## config.mk

```make
export PLATFORM = sky130hd
export DESIGN_NAME = drse_encoder
export DESIGN_NICKNAME = d
export VERILOG_FILES = /design/src/drse_encoder.v /design/src/drse_sticky.v
export VERILOG_INCLUDE_DIRS = /design/src /design/src/src
export SDC_FILE = /design/constraint.sdc
export NUM_CORES = 1
export LEC_CHECK = 0
export CORE_UTILIZATION = 26
export DETAILED_ROUTE_END_ITERATION = 8
export DONT_BUFFER_PORTS = 1
export HOLD_SLACK_MARGIN = 0.05
export PLACE_DENSITY_LB_ADDON = 0.15
export SYNTH_ARGS = -nofsm -noshare
export SYNTH_HDL_FRONTEND = slang
export SYNTH_SLANG_ARGS = --single-unit
```

## constraint.sdc

```tcl
create_clock -name mclk_i -period 5.4 [get_ports mclk_i]
set_clock_uncertainty 0.15 [all_clocks]
set_input_delay 0.81 -clock mclk_i [delete_from_list [all_inputs] [get_ports mclk_i]]
set_output_delay 0.81 -clock mclk_i [all_outputs]
set_load 0.05 [all_outputs]
```

## src/drse_defs.vh

```
`ifndef DRSE_DEFS_VH
`define DRSE_DEFS_VH
// termination class codes
`define DRSE_TC_NORMAL 2'h0
`define DRSE_TC_ABNORMAL 2'h1
`define DRSE_TC_INVALID 2'h2
`define DRSE_TC_POLLING 2'h3
// status byte 0 field positions
`define DRSE_S0_TC_HI 7
`define DRSE_S0_TC_LO 6
`define DRSE_S0_POS_DONE 5
`define DRSE_S0_DRV_FAULT 4
`define DRSE_S0_HEAD 2
`define DRSE_S0_DRV_HI 1
`define DRSE_S0_DRV_LO 0
// status byte 1 field positions
`define DRSE_S1_OVERRUN 7
`define DRSE_S1_CRC 5
`define DRSE_S1_LATE 4
`define DRSE_S1_MISSING 2
`define DRSE_S1_WPROT 1
`define DRSE_S1_IDLOST 0
// limits
`define DRSE_RECAL_STEPS 7'h50
`define DRSE_LAST_SECTOR 8'hFF
`define DRSE_INDEX_LIMIT 2'h2
// result byte count
`define DRSE_RESULT_BYTES 2'h2
`define DRSE_BYTE_RESET 8'h00
`endif

```

## src/drse_encoder.v

```verilog
`include "drse_defs.vh"

//Function
//RULE_01 - status bytes offered on data register
//RULE_02 - bits 7:6 class 00 ok, 01 abnormal
//RULE_03 - class 10 invalid, 11 polling abort
//RULE_04 - bit 5 set after seek complete
//RULE_05 - fault after 80 steps without cylinder zero
//RULE_06 - fault when relative seek passes cylinder zero
//RULE_07 - unused bits always read zero
//RULE_08 - bit 2 reports current head
//RULE_09 - bits 1:0 report selected drive
//RULE_10 - overrun past last sector or no stop
//RULE_11 - crc mismatch in id or data field
//RULE_12 - late host or dma service flag
//RULE_13 - sector missing in three read cases
//RULE_14 - write protect during write or format
//RULE_15 - identifier or data mark lost
//RULE_16 - capture at termination, hold until read
module drse_encoder (
   input wire mclk_i,
   input wire reset_n_i,
   input wire cmd_start_i,
   input wire cmd_done_i,
   input wire [1:0] term_class_i,
   input wire cmd_invalid_i,
   input wire poll_abort_i,
   input wire is_seek_cmd_i,
   input wire is_recal_cmd_i,
   input wire is_rel_seek_cmd_i,
   input wire is_rw_data_cmd_i,
   input wire is_read_data_cmd_i,
   input wire is_read_id_cmd_i,
   input wire is_read_track_cmd_i,
   input wire is_write_cmd_i,
   input wire step_pulse_i,
   input wire step_outward_i,
   input wire [7:0] cylinder_i,
   input wire cylinder_zero_sense_i,
   input wire protect_tab_input_i,
   input wire index_pulse_input_i,
   input wire transfer_stop_i,
   input wire side_select_value_i,
   input wire [1:0] drive_number_i,
   input wire [7:0] sector_num_i,
   input wire sector_access_i,
   input wire id_crc_err_i,
   input wire data_crc_err_i,
   input wire service_late_i,
   input wire sector_not_found_i,
   input wire id_read_fail_i,
   input wire seq_fail_i,
   input wire id_mark_found_i,
   input wire data_mark_missing_i,
   input wire rd_strobe_i,
   output reg [7:0] result_data_o,
   output reg result_valid_o,
   output reg result_busy_o
);
   localparam ST_IDLE = 2'h0;
   localparam ST_EXEC = 2'h1;
   localparam ST_RES = 2'h2;

   reg [1:0] state_q;
   reg [1:0] state_d;
   reg [6:0] step_cnt_q;
   reg [1:0] idx_cnt_q;
   reg stop_seen_q;
   reg [7:0] byte0_q;
   reg [7:0] byte1_q;
   reg [7:0] byte0_d;
   reg [7:0] byte1_d;
   reg rd_idx_q;
   reg [1:0] class_d;
   wire exec;
   wire clr;
   wire capture;
   wire first_rd;
   wire last_rd;
   wire f_pos;
   wire f_fault;
   wire f_over;
   wire f_crc;
   wire f_late;
   wire f_miss;
   wire f_wp;
   wire f_idl;
   wire recal_fail;
   wire rel_under;
   wire seek_end;
   wire past_end;
   wire no_stop;
   wire lost_id;
   wire set_fault;
   wire set_over;
   wire set_crc;
   wire set_late;
   wire set_miss;
   wire set_wp;
   wire set_idl;
   wire any_err;

   assign exec = (state_q == ST_EXEC);
   assign clr = cmd_start_i;
   // capture only while executing, so a stray done in idle or result is ignored
   assign capture = exec && cmd_done_i;
   assign first_rd = (state_q == ST_RES) && rd_strobe_i && !rd_idx_q;
   assign last_rd = (state_q == ST_RES) && rd_strobe_i && rd_idx_q;
   // the 80th step is the last chance for the cylinder zero sensor
   assign recal_fail = exec && is_recal_cmd_i && step_pulse_i && !cylinder_zero_sense_i &&
                       (step_cnt_q == `DRSE_RECAL_STEPS - 7'h01); // RULE_05
   assign rel_under = exec && is_rel_seek_cmd_i && step_pulse_i && step_outward_i &&
                      (cylinder_i == 8'h00); // RULE_06
   assign seek_end = capture && (is_seek_cmd_i || is_recal_cmd_i || is_rel_seek_cmd_i); // RULE_04
   assign past_end = exec && sector_access_i && (sector_num_i == `DRSE_LAST_SECTOR); // RULE_10
   assign no_stop = capture && is_rw_data_cmd_i && !stop_seen_q && !transfer_stop_i; // RULE_10
   assign lost_id = exec && index_pulse_input_i && !id_mark_found_i &&
                    (idx_cnt_q == `DRSE_INDEX_LIMIT - 2'h1); // RULE_15
   assign set_fault = recal_fail || rel_under;
   assign set_over = past_end || no_stop;
   assign set_crc = exec && (id_crc_err_i || data_crc_err_i);
   assign set_late = exec && service_late_i;
   assign set_miss = exec && ((is_read_data_cmd_i && sector_not_found_i) ||
                     (is_read_id_cmd_i && id_read_fail_i) || (is_read_track_cmd_i && seq_fail_i));
   assign set_wp = exec && is_write_cmd_i && protect_tab_input_i;
   assign set_idl = lost_id || (exec && data_mark_missing_i);
   // events of the terminating cycle count as much as the sticky ones
   assign any_err = f_fault || f_over || f_crc || f_late || f_miss || f_wp || f_idl ||
                    set_fault || set_over || set_crc || set_late || set_miss || set_wp || set_idl;

   drse_sticky u_pos (
      .mclk_i(mclk_i),
      .reset_n_i(reset_n_i),
      .clr_i(clr),
      .set_i(seek_end),
      .flag_o(f_pos)
   ); // RULE_04
   drse_sticky u_fault (
      .mclk_i(mclk_i),
      .reset_n_i(reset_n_i),
      .clr_i(clr),
      .set_i(set_fault),
      .flag_o(f_fault)
   ); // RULE_05 RULE_06
   drse_sticky u_over (
      .mclk_i(mclk_i),
      .reset_n_i(reset_n_i),
      .clr_i(clr),
      .set_i(set_over),
      .flag_o(f_over)
   ); // RULE_10
   drse_sticky u_crc (
      .mclk_i(mclk_i),
      .reset_n_i(reset_n_i),
      .clr_i(clr),
      .set_i(set_crc),
      .flag_o(f_crc)
   ); // RULE_11
   drse_sticky u_late (
      .mclk_i(mclk_i),
      .reset_n_i(reset_n_i),
      .clr_i(clr),
      .set_i(set_late),
      .flag_o(f_late)
   ); // RULE_12
   drse_sticky u_miss (
      .mclk_i(mclk_i),
      .reset_n_i(reset_n_i),
      .clr_i(clr),
      .set_i(set_miss),
      .flag_o(f_miss)
   ); // RULE_13
   drse_sticky u_wp (
      .mclk_i(mclk_i),
      .reset_n_i(reset_n_i),
      .clr_i(clr),
      .set_i(set_wp),
      .flag_o(f_wp)
   ); // RULE_14
   drse_sticky u_idl (
      .mclk_i(mclk_i),
      .reset_n_i(reset_n_i),
      .clr_i(clr),
      .set_i(set_idl),
      .flag_o(f_idl)
   ); // RULE_15

   // step pulses of a recalibrate, held at the limit so it cannot wrap
   always @(posedge mclk_i or negedge reset_n_i) begin
      if (!reset_n_i) begin
         step_cnt_q <= 7'h00;
      end else if (cmd_start_i) begin
         step_cnt_q <= 7'h00;
      end else if (exec && is_recal_cmd_i && step_pulse_i && step_cnt_q != `DRSE_RECAL_STEPS) begin
         step_cnt_q <= step_cnt_q + 7'h01; // RULE_05
      end
   end

   // index passes since the last identifier mark
   always @(posedge mclk_i or negedge reset_n_i) begin
      if (!reset_n_i) begin
         idx_cnt_q <= 2'h0;
      end else if (cmd_start_i) begin
         idx_cnt_q <= 2'h0;
      end else if (exec && id_mark_found_i) begin
         idx_cnt_q <= 2'h0;
      end else if (exec && index_pulse_input_i && idx_cnt_q != `DRSE_INDEX_LIMIT) begin
         idx_cnt_q <= idx_cnt_q + 2'h1; // RULE_15
      end
   end

   always @(posedge mclk_i or negedge reset_n_i) begin
      if (!reset_n_i) begin
         stop_seen_q <= 1'b0;
      end else if (cmd_start_i) begin
         stop_seen_q <= 1'b0;
      end else if (exec && transfer_stop_i) begin
         stop_seen_q <= 1'b1; // RULE_10
      end
   end

   // invalid and polling take priority over the sequencer's own class
   always @* begin
      if (cmd_invalid_i) begin
         class_d = `DRSE_TC_INVALID; // RULE_03
      end else if (poll_abort_i) begin
         class_d = `DRSE_TC_POLLING; // RULE_03
      end else if (term_class_i == `DRSE_TC_NORMAL && any_err) begin
         class_d = `DRSE_TC_ABNORMAL; // RULE_02
      end else begin
         class_d = term_class_i; // RULE_02
      end
   end

   // both bytes built from the flags plus the terminating cycle's events
   always @* begin
      byte0_d = `DRSE_BYTE_RESET; // RULE_07
      byte0_d[`DRSE_S0_TC_HI:`DRSE_S0_TC_LO] = class_d; // RULE_02 RULE_03
      byte0_d[`DRSE_S0_POS_DONE] = f_pos || seek_end; // RULE_04
      byte0_d[`DRSE_S0_DRV_FAULT] = f_fault || set_fault; // RULE_05 RULE_06
      byte0_d[`DRSE_S0_HEAD] = side_select_value_i; // RULE_08
      byte0_d[`DRSE_S0_DRV_HI:`DRSE_S0_DRV_LO] = drive_number_i; // RULE_09
   end

   always @* begin
      byte1_d = `DRSE_BYTE_RESET; // RULE_07
      byte1_d[`DRSE_S1_OVERRUN] = f_over || set_over; // RULE_10
      byte1_d[`DRSE_S1_CRC] = f_crc || set_crc; // RULE_11
      byte1_d[`DRSE_S1_LATE] = f_late || set_late; // RULE_12
      byte1_d[`DRSE_S1_MISSING] = f_miss || set_miss; // RULE_13
      byte1_d[`DRSE_S1_WPROT] = f_wp || set_wp; // RULE_14
      byte1_d[`DRSE_S1_IDLOST] = f_idl || set_idl; // RULE_15
   end

   // a start in the result phase abandons the unread bytes
   always @* begin
      state_d = state_q;
      case (state_q)
         ST_IDLE: begin
            if (cmd_start_i) begin
               state_d = ST_EXEC;
            end
         end
         ST_EXEC: begin
            if (cmd_done_i) begin
               state_d = ST_RES;
            end
         end
         ST_RES: begin
            if (cmd_start_i) begin
               state_d = ST_EXEC;
            end else if (last_rd) begin
               state_d = ST_IDLE;
            end
         end
         default: begin
            state_d = ST_IDLE;
         end
      endcase
   end

   always @(posedge mclk_i or negedge reset_n_i) begin
      if (!reset_n_i) begin
         state_q <= ST_IDLE;
      end else begin
         state_q <= state_d;
      end
   end

   // bytes frozen at termination and held until the next command terminates
   always @(posedge mclk_i or negedge reset_n_i) begin
      if (!reset_n_i) begin
         byte0_q <= `DRSE_BYTE_RESET;
         byte1_q <= `DRSE_BYTE_RESET;
      end else if (capture) begin
         byte0_q <= byte0_d; // RULE_16
         byte1_q <= byte1_d; // RULE_16
      end
   end

   // which byte the next read returns
   always @(posedge mclk_i or negedge reset_n_i) begin
      if (!reset_n_i) begin
         rd_idx_q <= 1'b0;
      end else if (capture) begin
         rd_idx_q <= 1'b0;
      end else if (first_rd) begin
         rd_idx_q <= 1'b1;
      end
   end

   always @(posedge mclk_i or negedge reset_n_i) begin
      if (!reset_n_i) begin
         result_busy_o <= 1'b0;
         result_valid_o <= 1'b0;
      end else begin
         result_busy_o <= (state_d == ST_EXEC);
         result_valid_o <= (state_d == ST_RES); // RULE_01
      end
   end

   // byte 0 goes out with valid, so the host never sees a blank first byte
   always @(posedge mclk_i or negedge reset_n_i) begin
      if (!reset_n_i) begin
         result_data_o <= `DRSE_BYTE_RESET;
      end else if (state_d != ST_RES) begin
         result_data_o <= `DRSE_BYTE_RESET;
      end else if (capture) begin
         result_data_o <= byte0_d; // RULE_01
      end else if (first_rd) begin
         result_data_o <= byte1_q; // RULE_01
      end else begin
         result_data_o <= rd_idx_q ? byte1_q : byte0_q; // RULE_16
      end
   end
endmodule // drse_encoder

```

## src/drse_sticky.v

```verilog
// set-dominant sticky flag, cleared at command start
module drse_sticky (
   input wire mclk_i,
   input wire reset_n_i,
   input wire clr_i,
   input wire set_i,
   output reg flag_o
);
   always @(posedge mclk_i or negedge reset_n_i) begin
      if (!reset_n_i) begin
         flag_o <= 1'b0;
      end else if (set_i) begin
         flag_o <= 1'b1;
      end else if (clr_i) begin
         flag_o <= 1'b0;
      end
   end
endmodule // drse_sticky

```

Yosys cells after proc, flatten, opt, wreduce, memory -nomap -nowiden
Index checks and enable logic that the tools add are counted.

$add $sub $neg: 2. Multiply operators: 0. Divide/modulo/power cells: 0. Magnitude comparators: 0. Eq/ne operators: 10. Shift operators: 0. Multiplexer cells: 30. Bitwise gates (word level): 0. Reduce and logical (&&, ||, !) cells: 84.

Operators with widths (count): $logic_and A1 B1 Y1 (35); $mux W8 (4); $logic_or A1 B1 Y1 (29); $reduce_bool A2 Y1 (11); $mux W2 (10); $mux W7 (2); $mux W1 (13); $eq A8 B8 Y1 const B (1); $logic_not A8 Y1 (1); $add A7 B1 Y7 const B (1); $eq A7 B7 Y1 const B (1); $ne A7 B7 Y1 const B (1); $eq A2 B1 Y1 const B (3); $pmux W2 S3 (1); $logic_not A1 Y1 (5); $eq A2 B2 Y1 const B (2); $logic_not A2 Y1 (2); $ne A2 B2 Y1 const B (2); $reduce_bool A3 Y1 (1); $add A2 B1 Y2 const B (1).

Flip-flop bits (word level): 44. Latch bits: 0. Bits in writable memories: 0. ROM bits: 0. Bits of input ports: 51. Memories: 0.

Logic depth before layout (Yosys ltp)
Depth after elaboration: 19. Mapped depth: 8. Mapped depth without buffers: 7.

Modules after synthesis
From an unflattened synthesis, not the netlist that was laid out.

Cell total of the unflattened synthesis: 219. Area total of the unflattened synthesis: 2088.3 um2.

By module, submodules not included: drse_encoder (instances 1, cells an instance 195, area each 1798.0 um2); drse_sticky (instances 8, cells an instance 3, area each 36.3 um2).

Least setup slack after synthesis
Ideal clock, no wire load.

Path type: input to register. Start: input port is_read_data_cmd_i. End: register result_data_o[6]. Library setup time: 152 ps. Arrival: 2247 ps. Data required time: 5098 ps. Slack: 2851 ps. Stages on the path: 5. Cells stage by stage: a222oi_1 -> a41oi_1 -> or4b_1 -> o31ai_2 -> a21oi_1.

Cells in the longest elaborated chain, start to end: 13.

RTL lines: from (decl) (line drse_encoder.v:32) `input wire is_read_data_cmd_i,`; $logic_and A1 B1 Y1 (line drse_encoder.v:123) `assign set_miss = exec && ((is_read_data_cmd_i && sector_not_found_i) ||`; $logic_or A1 B1 Y1 (line drse_encoder.v:123); $logic_or A1 B1 Y1 (line drse_encoder.v:124) `(is_read_id_cmd_i && id_read_fail_i) || (is_read_track_cmd_i && seq_fail_i));`; $logic_and A1 B1 Y1 (line drse_encoder.v:123); $logic_or A1 B1 Y1 (3 in series) (line drse_encoder.v:129) `set_fault || set_over || set_crc || set_late || set_miss || set_wp || set_idl;`; $logic_and A1 B1 Y1 (line drse_encoder.v:228) `` end else if (term_class_i == `DRSE_TC_NORMAL && any_err) begin ``; $mux W2 (line drse_encoder.v:228); $mux W2 (line drse_encoder.v:226) `end else if (poll_abort_i) begin`; $mux W2 (line drse_encoder.v:224) `if (cmd_invalid_i) begin`; $mux W8 (line drse_encoder.v:328) `end else if (capture) begin`; $mux W8 (line drse_encoder.v:326) `end else if (state_d != ST_RES) begin`; to (signal assigned) (line drse_encoder.v:325) `` result_data_o <= `DRSE_BYTE_RESET; ``; to (signal assigned) (line drse_encoder.v:327) `` result_data_o <= `DRSE_BYTE_RESET; ``; to (signal assigned) (line drse_encoder.v:329) `result_data_o <= byte0_d;`; to (decl) (line drse_encoder.v:56) `output reg [7:0] result_data_o,`.

Every way passes these cells. A chain may end at the register's enable or synchronous reset.

Final worst setup path
Ends and elaborated chain as after synthesis.

==> results.cfg <==
[sta]
setup-tns-final_ns = 0
fin_crit_ns = 2.45
tightest_slew_ns = 0.957
setup_viol = 0
fin_crit_sh = 0.453
slew_violations = 0
hold_ws_ns = 0.196
setup_slack_ns = 2.95
fmax_ghz = 0.408
rsz0062_at_grt = false
slew_headroom = 0.353
hold_viol_final = 0

[synth]
synth_mux_area_frac = 0.0314
synth_adder_area_share = 0.0246
synthMostInstantiatedCell = dfrtp_1
ys.warnings.count = 0
yosysSeqAreaShare = 0.530
synth_area_leaders = dfrtp_1 (53%), nand2_1 (5.2%), nor2_1 (4.4%), a21oi_1 (2.5%), ha_1 (2.5%)
ys.flop_type = dfrtp_1
synth_compound_area_frac = 0.135
synth_common_cells = dfrtp_1 (43), nand2_1 (28), nor2_1 (24)
synth-seq-cells = 43
ys_types = 44
synth_top_area_cell = dfrtp_1
synth-xor-area-share = 0.0259
syn_area_um2 = 2030
synthSimpleGateAreaFrac = 0.209
netlist_instances = 205
synthArstFlopShare = 1.00
synth_top_family_by_area = simple AND/OR/NAND/NOR gates
synth_top_cell_area_share = 0.530
synth-edff-count = 0
syn-mean-instance-area_um2 = 9.91
syn-num-nets = 260

[critical_path]
end_kind = register
path_buf_inv = 0
worstReg2RegStart = state_q[0]$_DFF_PN0_
worstSetupStartpoint = is_read_data_cmd_i
crit_end = result_data_o[6]$_DFF_PN0_
crit_arrival_ns = 2.44
cp_slowest_cell = or4b_1
crit_cells = 5
path_delay_family = compound AO/OA/AOI/OAI gates
crit_type = in -> reg
critPathLaunchType = primary input
cp.required_ns = 5.39
worstReg2RegEnd = result_data_o[4]$_DFF_PN0_
max_stage_delay_ns = 0.56
reg2reg_setup_slack_ns = 3.01
critPathMaxFanout = 3
rr_worst_depth = 4
cp_cell_sequence = a222oi_1 -> a41oi_1 -> or4b_1 -> o31ai_2 -> a21oi_1

[cts]
clock-sinks = 43
cts_max_level = 2
clkSlewWorstSetupHoldPaths_ns = 0.08
cts_buffers = 5
cts_buffer_depth = 2
post-cts-setup-buffer-count = 0
clkLatencyLatePin_ns = 0.29
cts_tree = yes
cts_resized = 0
root_buffer = clkbuf_8

[detailed_routing]
dr.pass1.iters = 4
drt_iter0_drc = 65
post_drt_wl_per_cell_um = 15.7
drt-total-wl_um = 4760
postRouteAntennaNets = 0
drc = 0
vias = 1458
avgViaCountPerCell = 4.81

[placement]
portBuffers = 0
placedInstanceArea_um2 = 2110
gp_congestion = 0.760
dp_slack_ns = 2.61
dp.cells = 294
dp_hpwl_um = 3380

[cells_and_area]
finalNonFillerCells = 303
postLayoutCellArea_um2 = 2220
syn_to_final_growth_pct = 9.24
layout.nets = 258
finish.utilization = 0.299
fillers = 784
diodes = 0
drive_above_1_share = 0.0735

[grt]
grt-ovfl-total = 0
grt.total_usage = 0.122
grt_max_degree = 44
grt_pass1_wl_um = 7760
grt_antenna_before_repair = 0
grt_pass1_vias = 1472

[floorplan]
die_h_um = 90.4
start_util = 0.274
ioPinCount = 61
core_um2 = 7410
die_area_um2 = 8170
die_w_um = 90.4
rows = 31

[power_and_ir_drop]
power-per-cell-area_nw_per_um2 = 406
vdd_drop_max_v = 0.000119
power.leakage_nw = 0.988
total_power_uw = 901

[min_path]
hold_path_class = in -> async

[outcome]
status = complete, no violations

[job]
drv_cap = 0
## metal layers
layer	wire, um	vias up	global-route usage
met5	0	-	0
met4	45	0	0.0363
met3	305	5	0.0412
met2	2090	44	0.184
met1	2320	692	0.165
li1	-	717	-
## power breakdown
| part | internal [mW] | leakage (nW) | total (mW) | switching (mW) |
|---|---|---|---|---|
| Combinational | 0.0842 | 0.394 | 0.199 | 0.115 |
| Sequential | 0.399 | 0.552 | 0.499 | 0.101 |
| Clock | 0.0905 | 0.0412 | 0.202 | 0.112 |
| Total | 0.574 | 0.988 | 0.901 | 0.327 |
## layout by cell type (no fill, tap or decap), drive strengths merged, types with 4 or more instances in the layout
cell type,n
a21oi,10
xor2,5
a31oi,5
nand2b,4
nor2,24
inv,10
ha,4
dfrtp,43
o21ai,4
nand2,28
clkbuf,6
o22ai,5
nor3,7
## area by class of cell
cell class	instances	area, um2	area share
multi-input combinational	142	868	0.391
tap	99	124	0.0558
clock buffer	6	72.6	0.0327
inverter	10	37.5	0.0169
timing repair buffer	1	27.5	0.0124
clock inverter	2	12.5	0.00564
sequential	43	1080	0.485
## worst min path at each step
stage	startpoint	to	slack [ns]	depth (start not counted)
6_report	reset_n_i	byte0_q[0]$_DFFE_PN0N_	0.20	1
5_1_grt	reset_n_i	byte0_q[0]$_DFFE_PN0N_	0.20	1
4_1_cts	reset_n_i	byte0_q[0]$_DFFE_PN0N_	0.21	1
3_5_place_dp	byte1_q[0]$_DFFE_PN0N_	byte1_q[0]$_DFFE_PN0N_	0.30	2
3_3_place_gp	byte0_q[2]$_DFFE_PN0N_	byte0_q[2]$_DFFE_PN0N_	0.31	2
2_1_floorplan	byte1_q[0]$_DFFE_PN0N_	byte1_q[0]$_DFFE_PN0N_	0.28	2
## registers in the layout (all words and copies together) (netlist names), 2 cells and up
signal         flops
byte1_q            6
state_q            2
step_cnt_q         7
idx_cnt_q          2
result_data_o      7
byte0_q            7
## repair_timing
item                                    CTS  global route
endpoints found under the setup margin    0             0
hold endpoints to repair                 43             0
hold buffers                              1             0
## worst reg2reg max path, delay by kind of cell, from the launching register on
kind,cells,cell delay [ns]
AO/OA/AOI/OAI,2,0.94
flip-flops,1,0.43
AND/OR/NAND/NOR,2,0.71
## cells by family after synthesis
family	after synthesis
simple gates	86
mux	6
other cells	1
compound gates	39
xor+xnor	6
flops	43
fa+ha+maj	4
buf+inv	20
No activity file was read; power rests on OpenSTA's default activity.
